`src/logic/irfs_pkg.sv`:
```
// Purpose: shared constants and carriers for the infrared status bank
// Assumes: 16-bit register words on a plain strobe port
// Notes: offsets are byte addresses on the internal bus
`default_nettype none
package irfs_pkg;
	// register offsets
	localparam logic [31:0] TX_STATUS_ADDR = 32'h0C00_0066;
	localparam logic [31:0] RX_STATUS_ADDR = 32'h0C00_0068;
	localparam logic [31:0] IRQ_STATUS_ADDR = 32'h0C00_0070;
	localparam logic [31:0] IRQ_CLEAR_ADDR = 32'h0C00_0072;
	localparam logic [31:0] IRQ_ENABLE_ADDR = 32'h0C00_0074;
	// transmit status field positions
	localparam int TX_BUSY_BIT = 7;
	localparam int TX_SIZE_PEND_BIT = 5;
	localparam int TX_THRESH_BIT = 4;
	localparam int TX_UNDERRUN_BIT = 2;
	localparam int TX_NO_SPACE_BIT = 1;
	localparam int TX_PRESENT_BIT = 0;
	// receive status field positions
	localparam int RX_BUSY_BIT = 7;
	localparam int RX_END_DATA_BIT = 6;
	localparam int RX_SEVENTH_BIT = 5;
	localparam int RX_THRESH_BIT = 4;
	localparam int RX_NO_SPACE_BIT = 1;
	localparam int RX_PRESENT_BIT = 0;
	// interrupt status, clear and enable layout
	localparam int IRQ_W = 4;
	localparam int IRQ_TX_UNDERRUN = 0;
	localparam int IRQ_TX_DONE = 1;
	localparam int IRQ_RX_DONE = 2;
	localparam int IRQ_RX_SEVENTH = 3;
	// reset and initial values
	localparam logic [15:0] STATUS_RESET = 16'h0000;
	localparam logic [IRQ_W-1:0] IRQ_RESET = 4'h0;
	localparam logic SIZE_PEND_INIT = 1'b1;
	// receive result store depth in frames
	localparam int RESULT_SLOTS = 7;
	localparam int RESULT_LW = 3;

	// transmit side events from the framer, one-cycle pulses
	typedef struct packed {
		logic start_sent;  // preamble or start flag sent
		logic abort_sent;  // closing abort sent
		logic seq_done;    // start flag sequence finished
		logic push;        // word written to data fifo
		logic pop;         // word fetched by transmitter
		logic size_push;   // frame size entry written
		logic size_pop;    // frame size entry consumed
	} irfs_tx_evt_s;

	// receive side events from the deframer, one-cycle pulses
	typedef struct packed {
		logic start_det;    // preamble or start flag seen
		logic frame_end;    // reception finished
		logic push;         // word stored in data fifo
		logic push_last;    // stored word ends a frame
		logic pop;          // word read by software
		logic pop_last;     // read word ended a frame
		logic result_store; // size and status stored
		logic result_read;  // size and status read
		logic clear;        // receive fifo clear
	} irfs_rx_evt_s;
endpackage
`default_nettype wire

```
`src/logic/irfs_level_track.sv`:
```
// Purpose: occupancy tracker for one fifo
// Assumes: push and pop are one-cycle pulses on clk_i
// Notes: pushes when full and pops when empty are ignored
`timescale 1ns/1ps
`default_nettype none
module irfs_level_track #(
	parameter int DEPTH = 16,
	parameter int LW = $clog2(DEPTH + 1)
) (
	input wire logic clk_i,           // core clock
	input wire logic rstn_i,          // async reset, low
	input wire logic clr_i,           // synchronous flush
	input wire logic push_i,          // entry written
	input wire logic pop_i,           // entry removed
	input wire logic [LW-1:0] thresh_i, // threshold level
	output logic [LW-1:0] level_o,    // entries held
	output logic full_o,              // no free entry
	output logic empty_o,             // nothing held
	output logic above_o              // level over threshold
);
	logic push_ok;
	logic pop_ok;

	// flags follow the live count, never latched
	assign full_o = (level_o == LW'(DEPTH));
	assign empty_o = (level_o == '0);
	assign above_o = (level_o > thresh_i);
	assign push_ok = push_i && !full_o;
	assign pop_ok = pop_i && !empty_o;

	// count update, flush wins over traffic
	always_ff @(posedge clk_i or negedge rstn_i) begin
		if (!rstn_i) begin
			level_o <= '0;
		end else if (clr_i) begin
			level_o <= '0;
		end else if (push_ok && !pop_ok) begin
			level_o <= level_o + LW'(1);
		end else if (pop_ok && !push_ok) begin
			level_o <= level_o - LW'(1);
		end
	end
endmodule // irfs_level_track
`default_nettype wire

```
`src/logic/irfs_status_regs.sv`:
```
// Purpose: transmit and receive fifo status registers of the ir link
// Assumes: all event inputs come from logic on clk_i
// Notes: one reset input serves both the rtc and the other resets
`timescale 1ns/1ps
`default_nettype none
module irfs_status_regs #(
	parameter int TX_DEPTH = 16,
	parameter int RX_DEPTH = 16,
	parameter int SIZE_DEPTH = 8,
	parameter int TX_LW = $clog2(TX_DEPTH + 1),
	parameter int RX_LW = $clog2(RX_DEPTH + 1)
) (
	input wire logic clk_i,                     // core clock
	input wire logic rstn_i,                    // async reset, low
	input wire logic ir_enable_i,               // ir operation on
	input wire irfs_pkg::irfs_tx_evt_s tx_evt_i, // transmit events
	input wire irfs_pkg::irfs_rx_evt_s rx_evt_i, // receive events
	input wire logic [TX_LW-1:0] tx_thresh_i,   // tx threshold
	input wire logic [RX_LW-1:0] rx_thresh_i,   // rx threshold
	input wire logic [31:0] addr_i,             // register address
	input wire logic [15:0] wr_data_i,          // write data
	input wire logic wr_i,                      // write strobe
	input wire logic rd_i,                      // read strobe
	output logic [15:0] rd_data_o,              // read data, next cycle
	output logic irq_o                          // level interrupt
);
	logic ir_en_q;
	logic en_rise;
	logic tx_clr;
	logic rx_clr;
	logic tx_busy;
	logic tx_size_pend;
	logic tx_underrun;
	logic tx_full;
	logic tx_empty;
	logic tx_above;
	logic size_empty;
	logic rx_busy;
	logic [RX_LW-1:0] rx_last_cnt;
	logic rx_full;
	logic rx_empty;
	logic rx_above;
	logic [irfs_pkg::RESULT_LW-1:0] res_level;
	logic rx_seventh;
	logic rx_seventh_q;
	logic underrun_evt;
	logic [15:0] tx_word;
	logic [15:0] rx_word;
	logic [irfs_pkg::IRQ_W-1:0] irq_status;
	logic [irfs_pkg::IRQ_W-1:0] irq_enable;
	logic [irfs_pkg::IRQ_W-1:0] irq_evt;
	logic [irfs_pkg::IRQ_W-1:0] irq_clr;
	logic [15:0] next_rd_data;

	// stopping ir flushes every tracker, so enabling starts clean
	assign en_rise = ir_enable_i && !ir_en_q;
	assign tx_clr = !ir_enable_i;
	assign rx_clr = !ir_enable_i || rx_evt_i.clear;

	// enable edge detect
	always_ff @(posedge clk_i or negedge rstn_i) begin
		if (!rstn_i) begin
			ir_en_q <= 1'b0;
		end else begin
			ir_en_q <= ir_enable_i;
		end
	end

	// transmit data fifo occupancy
	irfs_level_track #(.DEPTH(TX_DEPTH), .LW(TX_LW)) u_tx_level (
		.clk_i(clk_i), .rstn_i(rstn_i), .clr_i(tx_clr),
		.push_i(tx_evt_i.push), .pop_i(tx_evt_i.pop),
		.thresh_i(tx_thresh_i), .level_o(), .full_o(tx_full),
		.empty_o(tx_empty), .above_o(tx_above)
	);
	// transmit frame size fifo, threshold unused
	irfs_level_track #(.DEPTH(SIZE_DEPTH)) u_size_level (
		.clk_i(clk_i), .rstn_i(rstn_i), .clr_i(tx_clr),
		.push_i(tx_evt_i.size_push), .pop_i(tx_evt_i.size_pop),
		.thresh_i('0), .level_o(), .full_o(),
		.empty_o(size_empty), .above_o()
	);
	// receive data fifo occupancy
	irfs_level_track #(.DEPTH(RX_DEPTH), .LW(RX_LW)) u_rx_level (
		.clk_i(clk_i), .rstn_i(rstn_i), .clr_i(rx_clr),
		.push_i(rx_evt_i.push), .pop_i(rx_evt_i.pop),
		.thresh_i(rx_thresh_i), .level_o(), .full_o(rx_full),
		.empty_o(rx_empty), .above_o(rx_above)
	);
	// result store: a store beyond seven frames is dropped
	irfs_level_track #(.DEPTH(irfs_pkg::RESULT_SLOTS),
		.LW(irfs_pkg::RESULT_LW)) u_res_level (
		.clk_i(clk_i), .rstn_i(rstn_i), .clr_i(rx_clr),
		.push_i(rx_evt_i.result_store), .pop_i(rx_evt_i.result_read),
		.thresh_i('0), .level_o(res_level), .full_o(),
		.empty_o(), .above_o()
	);

	assign rx_seventh = (res_level ==
		irfs_pkg::RESULT_LW'(irfs_pkg::RESULT_SLOTS));

	// tx busy: a new start in the abort cycle keeps it set
	always_ff @(posedge clk_i or negedge rstn_i) begin
		if (!rstn_i) begin
			tx_busy <= 1'b0;
		end else if (!ir_enable_i) begin
			tx_busy <= 1'b0;
		end else if (tx_evt_i.start_sent) begin
			tx_busy <= 1'b1;
		end else if (tx_evt_i.abort_sent) begin
			tx_busy <= 1'b0;
		end
	end

	// size pending only samples the size fifo at sequence end
	always_ff @(posedge clk_i or negedge rstn_i) begin
		if (!rstn_i) begin
			tx_size_pend <= 1'b0;
		end else if (en_rise) begin
			tx_size_pend <= irfs_pkg::SIZE_PEND_INIT;
		end else if (tx_evt_i.seq_done) begin
			tx_size_pend <= !size_empty;
		end
	end

	// underrun stands until fresh data arrives or ir stops; set beats clear
	assign underrun_evt = tx_evt_i.pop && tx_empty && ir_enable_i;
	always_ff @(posedge clk_i or negedge rstn_i) begin
		if (!rstn_i) begin
			tx_underrun <= 1'b0;
		end else if (underrun_evt) begin
			tx_underrun <= 1'b1;
		end else if (tx_evt_i.push || tx_clr) begin
			tx_underrun <= 1'b0;
		end
	end

	// rx busy follows the frame on the wire
	always_ff @(posedge clk_i or negedge rstn_i) begin
		if (!rstn_i) begin
			rx_busy <= 1'b0;
		end else if (rx_clr) begin
			rx_busy <= 1'b0;
		end else if (rx_evt_i.start_det) begin
			rx_busy <= 1'b1;
		end else if (rx_evt_i.frame_end) begin
			rx_busy <= 1'b0;
		end
	end

	// count of frame-final words held; one-word frames can fill the fifo
	always_ff @(posedge clk_i or negedge rstn_i) begin
		if (!rstn_i) begin
			rx_last_cnt <= '0;
		end else if (rx_clr) begin
			rx_last_cnt <= '0;
		end else begin
			case ({rx_evt_i.push && rx_evt_i.push_last && !rx_full,
				rx_evt_i.pop && rx_evt_i.pop_last &&
				rx_last_cnt != '0})
				2'b10: rx_last_cnt <= rx_last_cnt + RX_LW'(1);
				2'b01: rx_last_cnt <= rx_last_cnt - RX_LW'(1);
				default: rx_last_cnt <= rx_last_cnt;
			endcase
		end
	end

	// live status words; reserved lanes tied low
	always_comb begin
		tx_word = irfs_pkg::STATUS_RESET;
		rx_word = irfs_pkg::STATUS_RESET;
		if (ir_enable_i) begin
			tx_word[irfs_pkg::TX_BUSY_BIT] = tx_busy;
			tx_word[irfs_pkg::TX_SIZE_PEND_BIT] = tx_size_pend;
			tx_word[irfs_pkg::TX_THRESH_BIT] = tx_above;
			tx_word[irfs_pkg::TX_UNDERRUN_BIT] = tx_underrun;
			tx_word[irfs_pkg::TX_NO_SPACE_BIT] = tx_full;
			tx_word[irfs_pkg::TX_PRESENT_BIT] = !tx_empty;
			rx_word[irfs_pkg::RX_BUSY_BIT] = rx_busy;
			rx_word[irfs_pkg::RX_END_DATA_BIT] = rx_last_cnt != '0;
			rx_word[irfs_pkg::RX_SEVENTH_BIT] = rx_seventh;
			rx_word[irfs_pkg::RX_THRESH_BIT] = rx_above;
			rx_word[irfs_pkg::RX_NO_SPACE_BIT] = rx_full;
			rx_word[irfs_pkg::RX_PRESENT_BIT] = !rx_empty;
		end
	end

	// seventh-result edge for the interrupt
	always_ff @(posedge clk_i or negedge rstn_i) begin
		if (!rstn_i) begin
			rx_seventh_q <= 1'b0;
		end else begin
			rx_seventh_q <= rx_seventh;
		end
	end

	// interrupt events and software clear mask
	always_comb begin
		irq_evt = '0;
		irq_evt[irfs_pkg::IRQ_TX_UNDERRUN] = underrun_evt;
		irq_evt[irfs_pkg::IRQ_TX_DONE] = tx_evt_i.abort_sent && ir_enable_i;
		irq_evt[irfs_pkg::IRQ_RX_DONE] = rx_evt_i.frame_end && ir_enable_i;
		irq_evt[irfs_pkg::IRQ_RX_SEVENTH] = rx_seventh && !rx_seventh_q;
		irq_clr = '0;
		if (wr_i && addr_i == irfs_pkg::IRQ_CLEAR_ADDR) begin
			irq_clr = wr_data_i[irfs_pkg::IRQ_W-1:0];
		end
	end

	// sticky flags, an event in the clear cycle survives
	always_ff @(posedge clk_i or negedge rstn_i) begin
		if (!rstn_i) begin
			irq_status <= irfs_pkg::IRQ_RESET;
		end else begin
			irq_status <= (irq_status & ~irq_clr) | irq_evt;
		end
	end

	// interrupt enable register
	always_ff @(posedge clk_i or negedge rstn_i) begin
		if (!rstn_i) begin
			irq_enable <= irfs_pkg::IRQ_RESET;
		end else if (wr_i && addr_i == irfs_pkg::IRQ_ENABLE_ADDR) begin
			irq_enable <= wr_data_i[irfs_pkg::IRQ_W-1:0];
		end
	end

	assign irq_o = |(irq_status & irq_enable);

	// read mux; status words ignore writes, unmapped reads give zero
	always_comb begin
		next_rd_data = 16'h0000;
		if (rd_i) begin
			case (addr_i)
				irfs_pkg::TX_STATUS_ADDR: next_rd_data = tx_word;
				irfs_pkg::RX_STATUS_ADDR: next_rd_data = rx_word;
				irfs_pkg::IRQ_STATUS_ADDR:
					next_rd_data = {12'h000, irq_status};
				irfs_pkg::IRQ_ENABLE_ADDR:
					next_rd_data = {12'h000, irq_enable};
				default: next_rd_data = 16'h0000;
			endcase
		end
	end

	// read data stand for one cycle only
	always_ff @(posedge clk_i or negedge rstn_i) begin
		if (!rstn_i) begin
			rd_data_o <= irfs_pkg::STATUS_RESET;
		end else begin
			rd_data_o <= next_rd_data;
		end
	end
endmodule // irfs_status_regs
`default_nettype wire

```
`config.mk`:
```
export PLATFORM = sky130hd
export DESIGN_NAME = irfs_status_regs
export DESIGN_NICKNAME = d
export VERILOG_FILES = /design/src/logic/irfs_pkg.sv /design/src/logic/irfs_level_track.sv /design/src/logic/irfs_status_regs.sv
export SDC_FILE = /design/constraint.sdc
export NUM_CORES = 1
export LEC_CHECK = 0
export ABC_AREA = 1
export BUFFER_PORTS_ARGS = -buffer_cell sky130_fd_sc_hd__buf_4
export CORE_ASPECT_RATIO = 0.9
export CORE_MARGIN = 2
export CORE_UTILIZATION = 47
export CTS_CLUSTER_DIAMETER = 60
export DETAILED_ROUTE_END_ITERATION = 8
export PLACE_DENSITY_LB_ADDON = 0.25
export SYNTH_ARGS = -nofsm -noshare
export SYNTH_HDL_FRONTEND = slang
export SYNTH_SLANG_ARGS = --single-unit
```
`constraint.sdc`:
```
create_clock -name clk_i -period 2.35 [get_ports clk_i]
set_clock_uncertainty 0.15 [all_clocks]
set_input_delay 0.1175 -clock clk_i [delete_from_list [all_inputs] [get_ports clk_i]]
set_output_delay 0.1175 -clock clk_i [all_outputs]
set_load 0.02 [all_outputs]
```
# Word-level counts from Yosys, hierarchy flattened
# Index checks and enable logic that the tools add are counted.
[op_classes] muxes=32 bitwise=4 shift=0 n_reduce_logical=61 mul=0 add_sub_neg=10 magnitude_cmp=2 n_eq_ne=14 div=0
[ops] op="32-bit by 28-bit equality test with 1-bit output, second input constant" n=5
[ops] op="5-bit two-way mux" n=7
[ops] op="8-bit case mux with 4 select lines" n=1
[ops] op="1-bit logical AND" n=28
[ops] op="4-bit two-way mux" n=5
[ops] op="1-bit zero test" n=19
[ops] op="16-bit two-way mux" n=1
[ops] op="5-bit by 1-bit adder with 5-bit output, second input constant" n=3
[ops] op="5-bit by 1-bit subtractor with 5-bit output, second input constant" n=3
[ops] op="3-bit two-way mux" n=4
[ops] op="3-bit nonzero test" n=4
[ops] op="1-bit two-way mux" n=11
[ops] op="5-bit equality test, second input constant" n=2
[ops] op="5-bit greater-than comparator" n=2
[ops] op="5-bit zero test" n=2
[ops] op="5-bit case mux with 2 select lines" n=1
[ops] op="3-bit by 1-bit != test with 1-bit output, second input constant" n=3
[ops] op="4-bit bitwise AND" n=2
[ops] op="5-bit nonzero test" n=1
[ops] op="4-bit by 1-bit adder with 4-bit output, second input constant" n=1
[ops] op="4-bit equality test, second input constant" n=1
[ops] op="4-bit zero test" n=1
[ops] op="2-bit two-way mux" n=2
[ops] op="4-bit NOT" n=1
[ops] op="11 further kinds" n=13
[totals] wordCells=137 romBits=0 input_bits=79 register_bits=52 latchBits=0 mem_count=0 mem_bits_rw=0

# Depth between registers and ports, before layout
# Gate-level depths: netlist of run 1.
[depth] ltp_word=8 depth_mapped=16 ltp_nobuf=16

# By module
# A second synthesis of run 1 with hierarchy kept.
[hier_totals] cells_unflattened=505 hier_area_um2=3766.1
[modules_own_cells] mod="irfs_status_regs" seq_area_each_um2=675.6 instances=1 cells_each=246 area_each_um2=1784.2
[modules_own_cells] mod="irfs_level_track (u_rx_level ...)" seq_area_each_um2=125.1 instances=2 cells_each=76 area_each_um2=591.8
[modules_own_cells] mod="irfs_level_track (u_size_level)" seq_area_each_um2=100.1 instances=1 cells_each=64 area_each_um2=500.5
[modules_own_cells] mod="irfs_level_track (u_res_level)" seq_area_each_um2=75.1 instances=1 cells_each=43 area_each_um2=297.8

# Worst setup path after synthesis of run 1
# No wires, ideal clock.
[synth_path] kind="register to register" from="register u_rx_level.level_o[1]" to="register u_rx_level.level_o[4]" arrival_time_ns=1.933 required_ns=2.073 n_path_buf=0 setup_ns=0.127 path_stages_with_launch=11 setup_slack_ns=0.141 cell_sequence="dfrtp_1 -> nor2_1 -> nand3_1 -> nand2_1 -> nand3_1 -> fa_1 -> nand3_1 -> nand2_1 -> xor2_1 -> xor2_1 -> o22ai_1"
[synth_between] elab_chain_len=7 word_cells_on_any_way=16
[synth_rtl] element="start, declared" line_no="irfs_level_track.sv:16" text="output logic [LW-1:0] level_o,"
[synth_rtl] element="start signal, assigned" line_no="irfs_level_track.sv:38" text="level_o <= level_o + LW'(1);"
[synth_rtl] element="start signal, assigned" line_no="irfs_level_track.sv:40" text="level_o <= level_o - LW'(1);"
[synth_rtl] element="branches (longest 7 deep; another with 5-bit by 1-bit subtractor with 5-bit output)"
# Several ways; the timed one is not identified. The select of a mux whose other input is x is not followed.
# A chain may end at the register's enable or synchronous reset.

# Worst setup path after layout of run 1
[layout_path] from="register u_tx_level.level_o[4]" to="register u_tx_level.level_o[4]"
[layout_between] elab_chain_len=7 word_cells_on_any_way=16
[layout_rtl] element="start, declared" line_no="irfs_level_track.sv:16"
[layout_rtl] element="start signal, assigned" line_no="irfs_level_track.sv:38"
[layout_rtl] element="start signal, assigned" line_no="irfs_level_track.sv:40"
[layout_rtl] element="branches (longest 7 deep; another with 5-bit by 1-bit subtractor with 5-bit output)"
# Several ways; the timed one is not identified. The select of a mux whose other input is x is not followed.

==> metrics.log, run 1 <==
[metrics] Synth warnings: 0
[metrics] Mean Syn Cell Area: 7.48 um2
[metrics] FP Rows: 28
[metrics] Synth Cell Area: 0.00311 mm2
[metrics] via count of the first global-routing pass: 3056
[metrics] routed length per instance: 12.2 um
[metrics] starting density of the core: 0.480
[metrics] outcome: finished, final reports clean
[metrics] worst-path fanout max: 6
[metrics] startpoint of the worst hold path: wr_i
[metrics] total negative setup slack: 0 ns
[metrics] Combinational Power Share: 0.471
[metrics] sequential fraction of the synthesis area: 0.354
[metrics] Final Critical Period: 2.27 ns
[metrics] HPWL after detailed placement: 5930 um
[metrics] number of antenna violations at the first check in global routing: 0
[metrics] core outline area: 0.00648 mm2
[metrics] Port-buffer cells: 75
[metrics] leakage power total: 2.20 nW
[metrics] core utilization of the finished layout: 0.649
[metrics] floorplan die height: 81.2 um
[metrics] Setup CP Type: reg2reg
[metrics] Total Nets Final: 632
[metrics] Die ar.: 0.00729 mm2
[metrics] routed via count divided by cell count: 4.93
[metrics] Int Power: 0.00185 W
[metrics] Critical path origin: u_tx_level.level_o[4]$_DFFE_PN0P_
[metrics] final count of pins violating max slew: 0
[metrics] number of buffers created by CTS: 5
[metrics] Worst Setup Slack, final: 0.0785 ns
[metrics] global-route wire length before repair: 13200 um
[metrics] highest attainable clock frequency: 440 MHz
[metrics] max-capacitance violation count: 0
[metrics] clock net sink count: 44
[metrics] clk_lat worst skew: 0.30 ns
[metrics] CTS tree: done
[metrics] relative contribution of sequential cells to total power: 0.323
[metrics] data required time at the worst endpoint: 2.39 ns
[metrics] ratio of total power to cell area: 702 mW/mm2
[metrics] buffers from clock root to sink, at most: 2
[metrics] layout overhead on the synthesized area: 35.3%
[metrics] register bit count reported by yosys: 44
[metrics] max-slew headroom at the worst pin: 0.624
[metrics] slew at the pin closest to its max-slew limit: 0.564 ns
[metrics] chip width: 89.8 um
[metrics] iteration-0 DRC count of the detailed router: 155
[metrics] worst voltage drop across the vdd grid: 404 uV
[metrics] first-pass iteration count of the detailed router: 5
[metrics] vias: 3053
[metrics] reg2reg start: u_tx_level.level_o[4]$_DFFE_PN0P_
[metrics] clock root buffer: sky130_fd_sc_hd__clkbuf_8
[metrics] layout filler cell count: 588
[metrics] data arrival time of the worst path: 2.31 ns
[metrics] global route overflow: 0
[metrics] clock input transition at the sequential cells of the worst setup and hold paths: 0.09 ns
[metrics] clock share of power: 0.206
[metrics] number of nets with antenna violations after detailed routing: 0
[metrics] fraction of power spent switching nets: 0.375
[metrics] fraction of layout cells with a size suffix above 1: 0.251
[metrics] kind of start point of the critical path: flip-flop
[metrics] weighted congestion reported at the end of routability-driven placement: 0.876
[metrics] post-synthesis instance total: 416
[metrics] top-level port count: 96
[metrics] pin count of the biggest net entering global routing: 45
[metrics] deepest level of the CTS H-tree: 2
[metrics] Hold Fails Final Rpt: 0
[metrics] all-layer global routing usage: 0.222
[metrics] drt drc: 0
[metrics] Switch Pwr: 0.00111 W
[metrics] crit end category: flip-flop
[metrics] Min-Delay Path Class: in2reg
[metrics] period utilisation layout: 0.967
[metrics] number of unique standard cell types used by synthesis: 34
[metrics] Post-Route WL: 7580 um
[metrics] post-placement setup slack: 0.0699 ns
[metrics] final setup vio count: 0
[metrics] unrepaired setup endpoints after global routing: yes
[metrics] number of antenna cells inserted: 0
[metrics] WHS: 0.0506 ns
registers in the layout (all words and copies together), names as in the netlist:
name / flops
rd_data_o: 8
rx_last_cnt: 5
u_rx_level.level_o: 5
u_tx_level.level_o: 5
irq_enable: 4
irq_status: 4
u_size_level.level_o: 4
u_res_level.level_o: 3
ir_en_q: 1
rx_busy: 1
rx_seventh_q: 1
tx_busy: 1
tx_size_pend: 1
tx_underrun: 1
synth_stat cells:
cell type	number	area (um2)
sky130_fd_sc_hd__o221ai_1	2	17.5
sky130_fd_sc_hd__o211ai_1	1	7.51
sky130_fd_sc_hd__a21oi_1	17	85.1
sky130_fd_sc_hd__nand3_2	5	50.1
sky130_fd_sc_hd__or2_0	1	6.26
sky130_fd_sc_hd__buf_2	1	5.00
sky130_fd_sc_hd__nor3b_4	1	18.8
sky130_fd_sc_hd__nand3b_1	2	15.0
sky130_fd_sc_hd__o21ai_1	7	35.0
sky130_fd_sc_hd__a22o_1	1	8.76
sky130_fd_sc_hd__nand3_1	30	150
sky130_fd_sc_hd__xor2_1	9	78.8
sky130_fd_sc_hd__o21ai_0	20	100
sky130_fd_sc_hd__dfrtp_1	44	1100
sky130_fd_sc_hd__fa_1	4	80.1
sky130_fd_sc_hd__a211oi_1	2	15.0
sky130_fd_sc_hd__ha_1	21	263
sky130_fd_sc_hd__nor2_2	8	50.1
sky130_fd_sc_hd__nand4_1	3	18.8
sky130_fd_sc_hd__nor3_1	1	5.00
sky130_fd_sc_hd__xnor2_1	4	35.0
sky130_fd_sc_hd__inv_1	67	251
sky130_fd_sc_hd__nand2_2	5	31.3
sky130_fd_sc_hd__o22ai_1	8	50.1
sky130_fd_sc_hd__nand2_1	94	353
sky130_fd_sc_hd__or2_2	1	6.26
sky130_fd_sc_hd__conb_1	1	3.75
sky130_fd_sc_hd__o21bai_1	1	7.51
sky130_fd_sc_hd__a31oi_1	2	12.5
sky130_fd_sc_hd__buf_4	8	60.1
sky130_fd_sc_hd__nor2_1	39	146
sky130_fd_sc_hd__a21oi_2	1	8.76
sky130_fd_sc_hd__nor2_4	2	22.5
sky130_fd_sc_hd__inv_2	3	11.3
metal layers:
layer,vias up,GRT usage,part of all wire
met2,102,0.392,0.48
li1,1536,-,-
met1,1394,0.280,0.45
met3,21,0.0362,0.046
met5,-,0,0
met4,0,0.0831,0.022
worst max-delay path, stage by stage, from the launching register on:
cell	delay, ns
sky130_fd_sc_hd__dfrtp_1	0.43
sky130_fd_sc_hd__inv_1	0.18
sky130_fd_sc_hd__nor2_1	0.11
sky130_fd_sc_hd__inv_1	0.12
sky130_fd_sc_hd__nand3_4	0.14
sky130_fd_sc_hd__fa_2	0.42
sky130_fd_sc_hd__nand3_1	0.09
sky130_fd_sc_hd__nand2_1	0.10
sky130_fd_sc_hd__xor2_2	0.16
sky130_fd_sc_hd__xor2_1	0.16
sky130_fd_sc_hd__o22ai_1	0.09
per-stage QoR:
stage	total power (W)	cells	instance area, um2
finish	0.00296	619	4210
global route	0.00320	619	4210
CTS	0.00283	615	4120
detailed placement	0.00220	589	3820
global placement	0.00214	589	3820
floorplan	0.00182	423	3140
worst paths after layout:
kind	depth (start not counted)	slack, ns	end
max	10	0.08	u_tx_level.level_o[4]$_DFFE_PN0P_
min reg2reg	1	0.29	irq_status[3]$_DFF_PN0_
max in group asynchronous	2	1.46	u_tx_level.level_o[3]$_DFFE_PN0P_
min	3	0.05	irq_enable[2]$_DFFE_PN0P_
max reg2reg	10	0.08	u_tx_level.level_o[4]$_DFFE_PN0P_
min in group asynchronous	2	0.19	u_tx_level.level_o[1]$_DFFE_PN0P_
timing repair:
item                       CTS  global route
gates resized for setup      0            11
hold endpoints to repair    64             0
setup buffers                0             4
hold buffers                18             0
setup endpoints to repair    0             4
area by class of cell:
type	instances	area (um2)	share of cell area
multi-input cells	300	1770	0.420
inverters	70	263	0.0624
clock inverters	3	47.5	0.0113
flip-flops and latches	44	1100	0.262
clock buffers	5	68.8	0.0164
well taps	90	113	0.0268
repair buffers	107	848	0.202
cells in the final DEF (no fill, tap or decap), types with 3 or more instances in the layout:
master	n
sky130_fd_sc_hd__nand2_2	6
sky130_fd_sc_hd__inv_1	67
sky130_fd_sc_hd__buf_4	89
sky130_fd_sc_hd__nand3_1	29
sky130_fd_sc_hd__o21ai_1	7
sky130_fd_sc_hd__ha_1	19
sky130_fd_sc_hd__nand3_2	5
sky130_fd_sc_hd__nand4_1	3
sky130_fd_sc_hd__inv_2	3
sky130_fd_sc_hd__o21ai_0	20
sky130_fd_sc_hd__conb_1	8
sky130_fd_sc_hd__clkbuf_8	5
sky130_fd_sc_hd__nand2_1	93
sky130_fd_sc_hd__dfrtp_1	43
sky130_fd_sc_hd__nor2_2	10
sky130_fd_sc_hd__a21oi_1	17
sky130_fd_sc_hd__o22ai_1	8
sky130_fd_sc_hd__nor2_1	37
sky130_fd_sc_hd__xnor2_1	4
sky130_fd_sc_hd__dlygate4sd3_1	18
sky130_fd_sc_hd__xor2_1	8
power groups by stage:
stage / Sequential (W) / Clock (W) / Combinational (W)
2_1_floorplan: 0.000968 / 0 / 0.000851
3_3_place_gp: 0.000961 / 0 / 0.00118
3_5_place_dp: 0.000965 / 0 / 0.00123
4_1_cts: 0.000951 / 0.000614 / 0.00127
5_1_grt: 0.000974 / 0.000649 / 0.00158
6_report: 0.000956 / 0.000607 / 0.00139
logic make-up (layout without fill, tap and decap cells):
kind of cell    after synthesis  in the layout  synth area share
xor+xnor                     13             13            0.0366
fa+ha+maj                    25             25             0.110
simple gates                192            192             0.281
flops                        44             44             0.354
other cells                   1              8           0.00121
buf+inv                      79            185             0.105
compound gates               62             62             0.112
(Power assumes the default switching activity.)
==> run 2, diff against run 1 <==
--- a/config.mk
+++ b/config.mk
@@ -9,7 +9,7 @@
 export BUFFER_PORTS_ARGS = -buffer_cell sky130_fd_sc_hd__buf_4
 export CORE_ASPECT_RATIO = 0.9
 export CORE_MARGIN = 2
-export CORE_UTILIZATION = 47
+export CORE_UTILIZATION = 56
 export CTS_CLUSTER_DIAMETER = 60
 export DETAILED_ROUTE_END_ITERATION = 8
 export PLACE_DENSITY_LB_ADDON = 0.25
==> constraint.sdc (replaced) <==
create_clock -name clk_i -period 2.7 [get_ports clk_i]
set_clock_uncertainty 0.15 [all_clocks]
set_input_delay 0.135 -clock clk_i [delete_from_list [all_inputs] [get_ports clk_i]]
set_output_delay 0.135 -clock clk_i [all_outputs]
set_load 0.02 [all_outputs]
==> metrics.log, run 2 (synthesized netlist as in run 1, its figures left out) <==
[metrics] flip-flop count of the largest register after layout: 8
[metrics] most frequent standard cell in the layout excluding fill and tap cells: sky130_fd_sc_hd__nand2_1
[metrics] kind of start point of the critical path: flip-flop
[metrics] data arrival time of the worst path: 2.49 ns
[metrics] buffers from clock root to sink, at most: 2
[metrics] outcome: finished, final reports clean
[metrics] floorplan die height: 74.7 um
[metrics] clock input transition at the sequential cells of the worst setup and hold paths: 0.09 ns
[metrics] WHS: 0.000788 ns
[metrics] number of instances on the worst hold path: 4
[metrics] max-capacitance violation count: 0
[metrics] core outline area: 0.00532 mm2
[metrics] number of antenna violations at the first check in global routing: 0
[metrics] number of buffers created by CTS: 5
[metrics] chip width: 82.6 um
[metrics] first-pass iteration count of the detailed router: 4
[metrics] global-route met2 utilization: 0.478
[metrics] Post-Route WL: 7760 um
[metrics] unrepaired setup endpoints after global routing: no
[metrics] pin count of the biggest net entering global routing: 45
[metrics] fraction of met1 tracks used by global routing: 0.339
[metrics] clk_lat worst skew: 0.31 ns
[metrics] slew at the pin closest to its max-slew limit: 0.564 ns
[metrics] number of antenna cells inserted: 0
[metrics] routed via count divided by cell count: 5.25
[metrics] weighted congestion reported at the end of routability-driven placement: 0.871
[metrics] highest-utilization routing layer at the global route stage: met2
[metrics] Total Nets Final: 617
[metrics] vias: 3051
[metrics] via count of the first global-routing pass: 2983
[metrics] largest reg by FF count: rd_data_o
[metrics] leakage power total: 2.12 nW
[metrics] deepest level of the CTS H-tree: 2
[metrics] Reg2Reg Depth: 12
[metrics] crit end category: flip-flop
[metrics] max-slew headroom at the worst pin: 0.624
[metrics] ratio of total power to cell area: 602 mW/mm2
[metrics] FP Rows: 25
[metrics] drt drc: 0
[metrics] global route overflow: 0
[metrics] clock net sink count: 44
[metrics] data required time at the worst endpoint: 2.74 ns
[metrics] layout overhead on the synthesized area: 29.6%
[metrics] Final Cell Area: 0.00403 mm2
[metrics] highest attainable clock frequency: 408 MHz
[metrics] iteration-0 DRC count of the detailed router: 164
[metrics] HPWL after detailed placement: 5780 um
[metrics] Port-buffer cells: 75
[metrics] worst-path fanout max: 7
[metrics] Die ar.: 0.00617 mm2
[metrics] total negative setup slack: 0 ns
[metrics] minimum setup slack among reg-to-reg paths: 0.25 ns
[metrics] final count of pins violating max slew: 0
[metrics] CTS tree: done
[metrics] all-layer global routing usage: 0.270
[metrics] clock root buffer: sky130_fd_sc_hd__clkbuf_8
[metrics] top-level port count: 96
[metrics] global-route wire length before repair: 12900 um
[metrics] Hold Fails Final Rpt: 0
[metrics] met3 Usage GRT: 0.0432
[metrics] Cell Area, Placed: 0.00372 mm2
[metrics] number of nets with antenna violations after detailed routing: 0
[metrics] routed length per instance: 13.4 um
[metrics] Final Critical Period: 2.45 ns
[metrics] final setup vio count: 0
[metrics] period utilisation layout: 0.907
[metrics] Setup CP Type: reg2reg
[metrics] fraction of layout cells with a size suffix above 1: 0.218
[metrics] worst voltage drop across the vdd grid: 479 uV
[metrics] commonest non-fill, non-tap cells in the layout: sky130_fd_sc_hd__nand2_1 (94), sky130_fd_sc_hd__buf_4 (75), sky130_fd_sc_hd__inv_1 (67)
[metrics] Min-Delay Path Class: in2reg
[metrics] starting density of the core: 0.585
==> run 2: per-stage QoR <==
stage               power, W  std cells  setup WS (ns)  utilization
floorplan            0.00158        423          0.491            -
global placement     0.00178        556          0.310        0.699
detailed placement   0.00183        556          0.214        0.699
CTS                  0.00239        581          0.177        0.753
global route         0.00261        581         0.0426        0.758
finish               0.00243        581          0.252        0.758
==> run 2: path summary, 6_finish.rpt <==
check,start,end
worst max-delay path,u_tx_level.level_o[2]$_DFFE_PN0P_,u_tx_level.level_o[4]$_DFFE_PN0P_
worst min-delay path,rx_evt_i[0],u_rx_level.level_o[1]$_DFFE_PN0P_
worst max register to register,u_tx_level.level_o[2]$_DFFE_PN0P_,u_tx_level.level_o[4]$_DFFE_PN0P_
worst min register to register,rx_seventh_q$_DFF_PN0_,irq_status[3]$_DFF_PN0_
max in group asynchronous,rstn_i,rx_last_cnt[3]$_DFFE_PN0P_
min in group asynchronous,rstn_i,u_tx_level.level_o[2]$_DFFE_PN0P_
==> run 2: routing by layer <==
metal	up-vias	routed length [um]
li1	1516	-
met3	13	348
met2	88	3940
met5	-	0
met4	0	127
met1	1434	3350
==> run 2: final cells by class <==
class,instances,area (um2)
Multi-Input combinational cell,300,1740
Fill cell,387,1290
Sequential cell,44,1100
Timing Repair Buffer,92,733
Inverter,70,263
Tap cell,67,83.8
Clock buffer,5,68.8
Clock inverter,3,46.3
==> run 2: where the power goes <==
part	leakage, nW	internal [W]	total, W	switching (W)
Sequential	0.570	0.000756	0.000862	0.000107
Clock	0.0548	0.000279	0.000533	0.000254
Combinational	1.50	0.000464	0.00103	0.000568
Total	2.12	0.00150	0.00243	0.000929
==> run 2: critical path, stage by stage, from the launching register on <==
cell and delay (ns):
sky130_fd_sc_hd__dfrtp_1 0.45, sky130_fd_sc_hd__nor2_1 0.14, sky130_fd_sc_hd__nand2_1 0.08, sky130_fd_sc_hd__nor2_1 0.18, sky130_fd_sc_hd__inv_1 0.09, sky130_fd_sc_hd__nand2_1 0.11
sky130_fd_sc_hd__nand3_4 0.14, sky130_fd_sc_hd__fa_2 0.39, sky130_fd_sc_hd__nand3_1 0.09, sky130_fd_sc_hd__nand2_1 0.06, sky130_fd_sc_hd__xor2_1 0.18, sky130_fd_sc_hd__xor2_1 0.18
sky130_fd_sc_hd__o22ai_1 0.10
==> run 2: timing repair <==
action | 4_1_cts | 5_1_grt
buffers inserted | 0 | 0
hold buffers | 17 | 0
setup endpoints to repair | 0 | 2
hold endpoints to repair | 60 | 0
resized for setup | 0 | 4
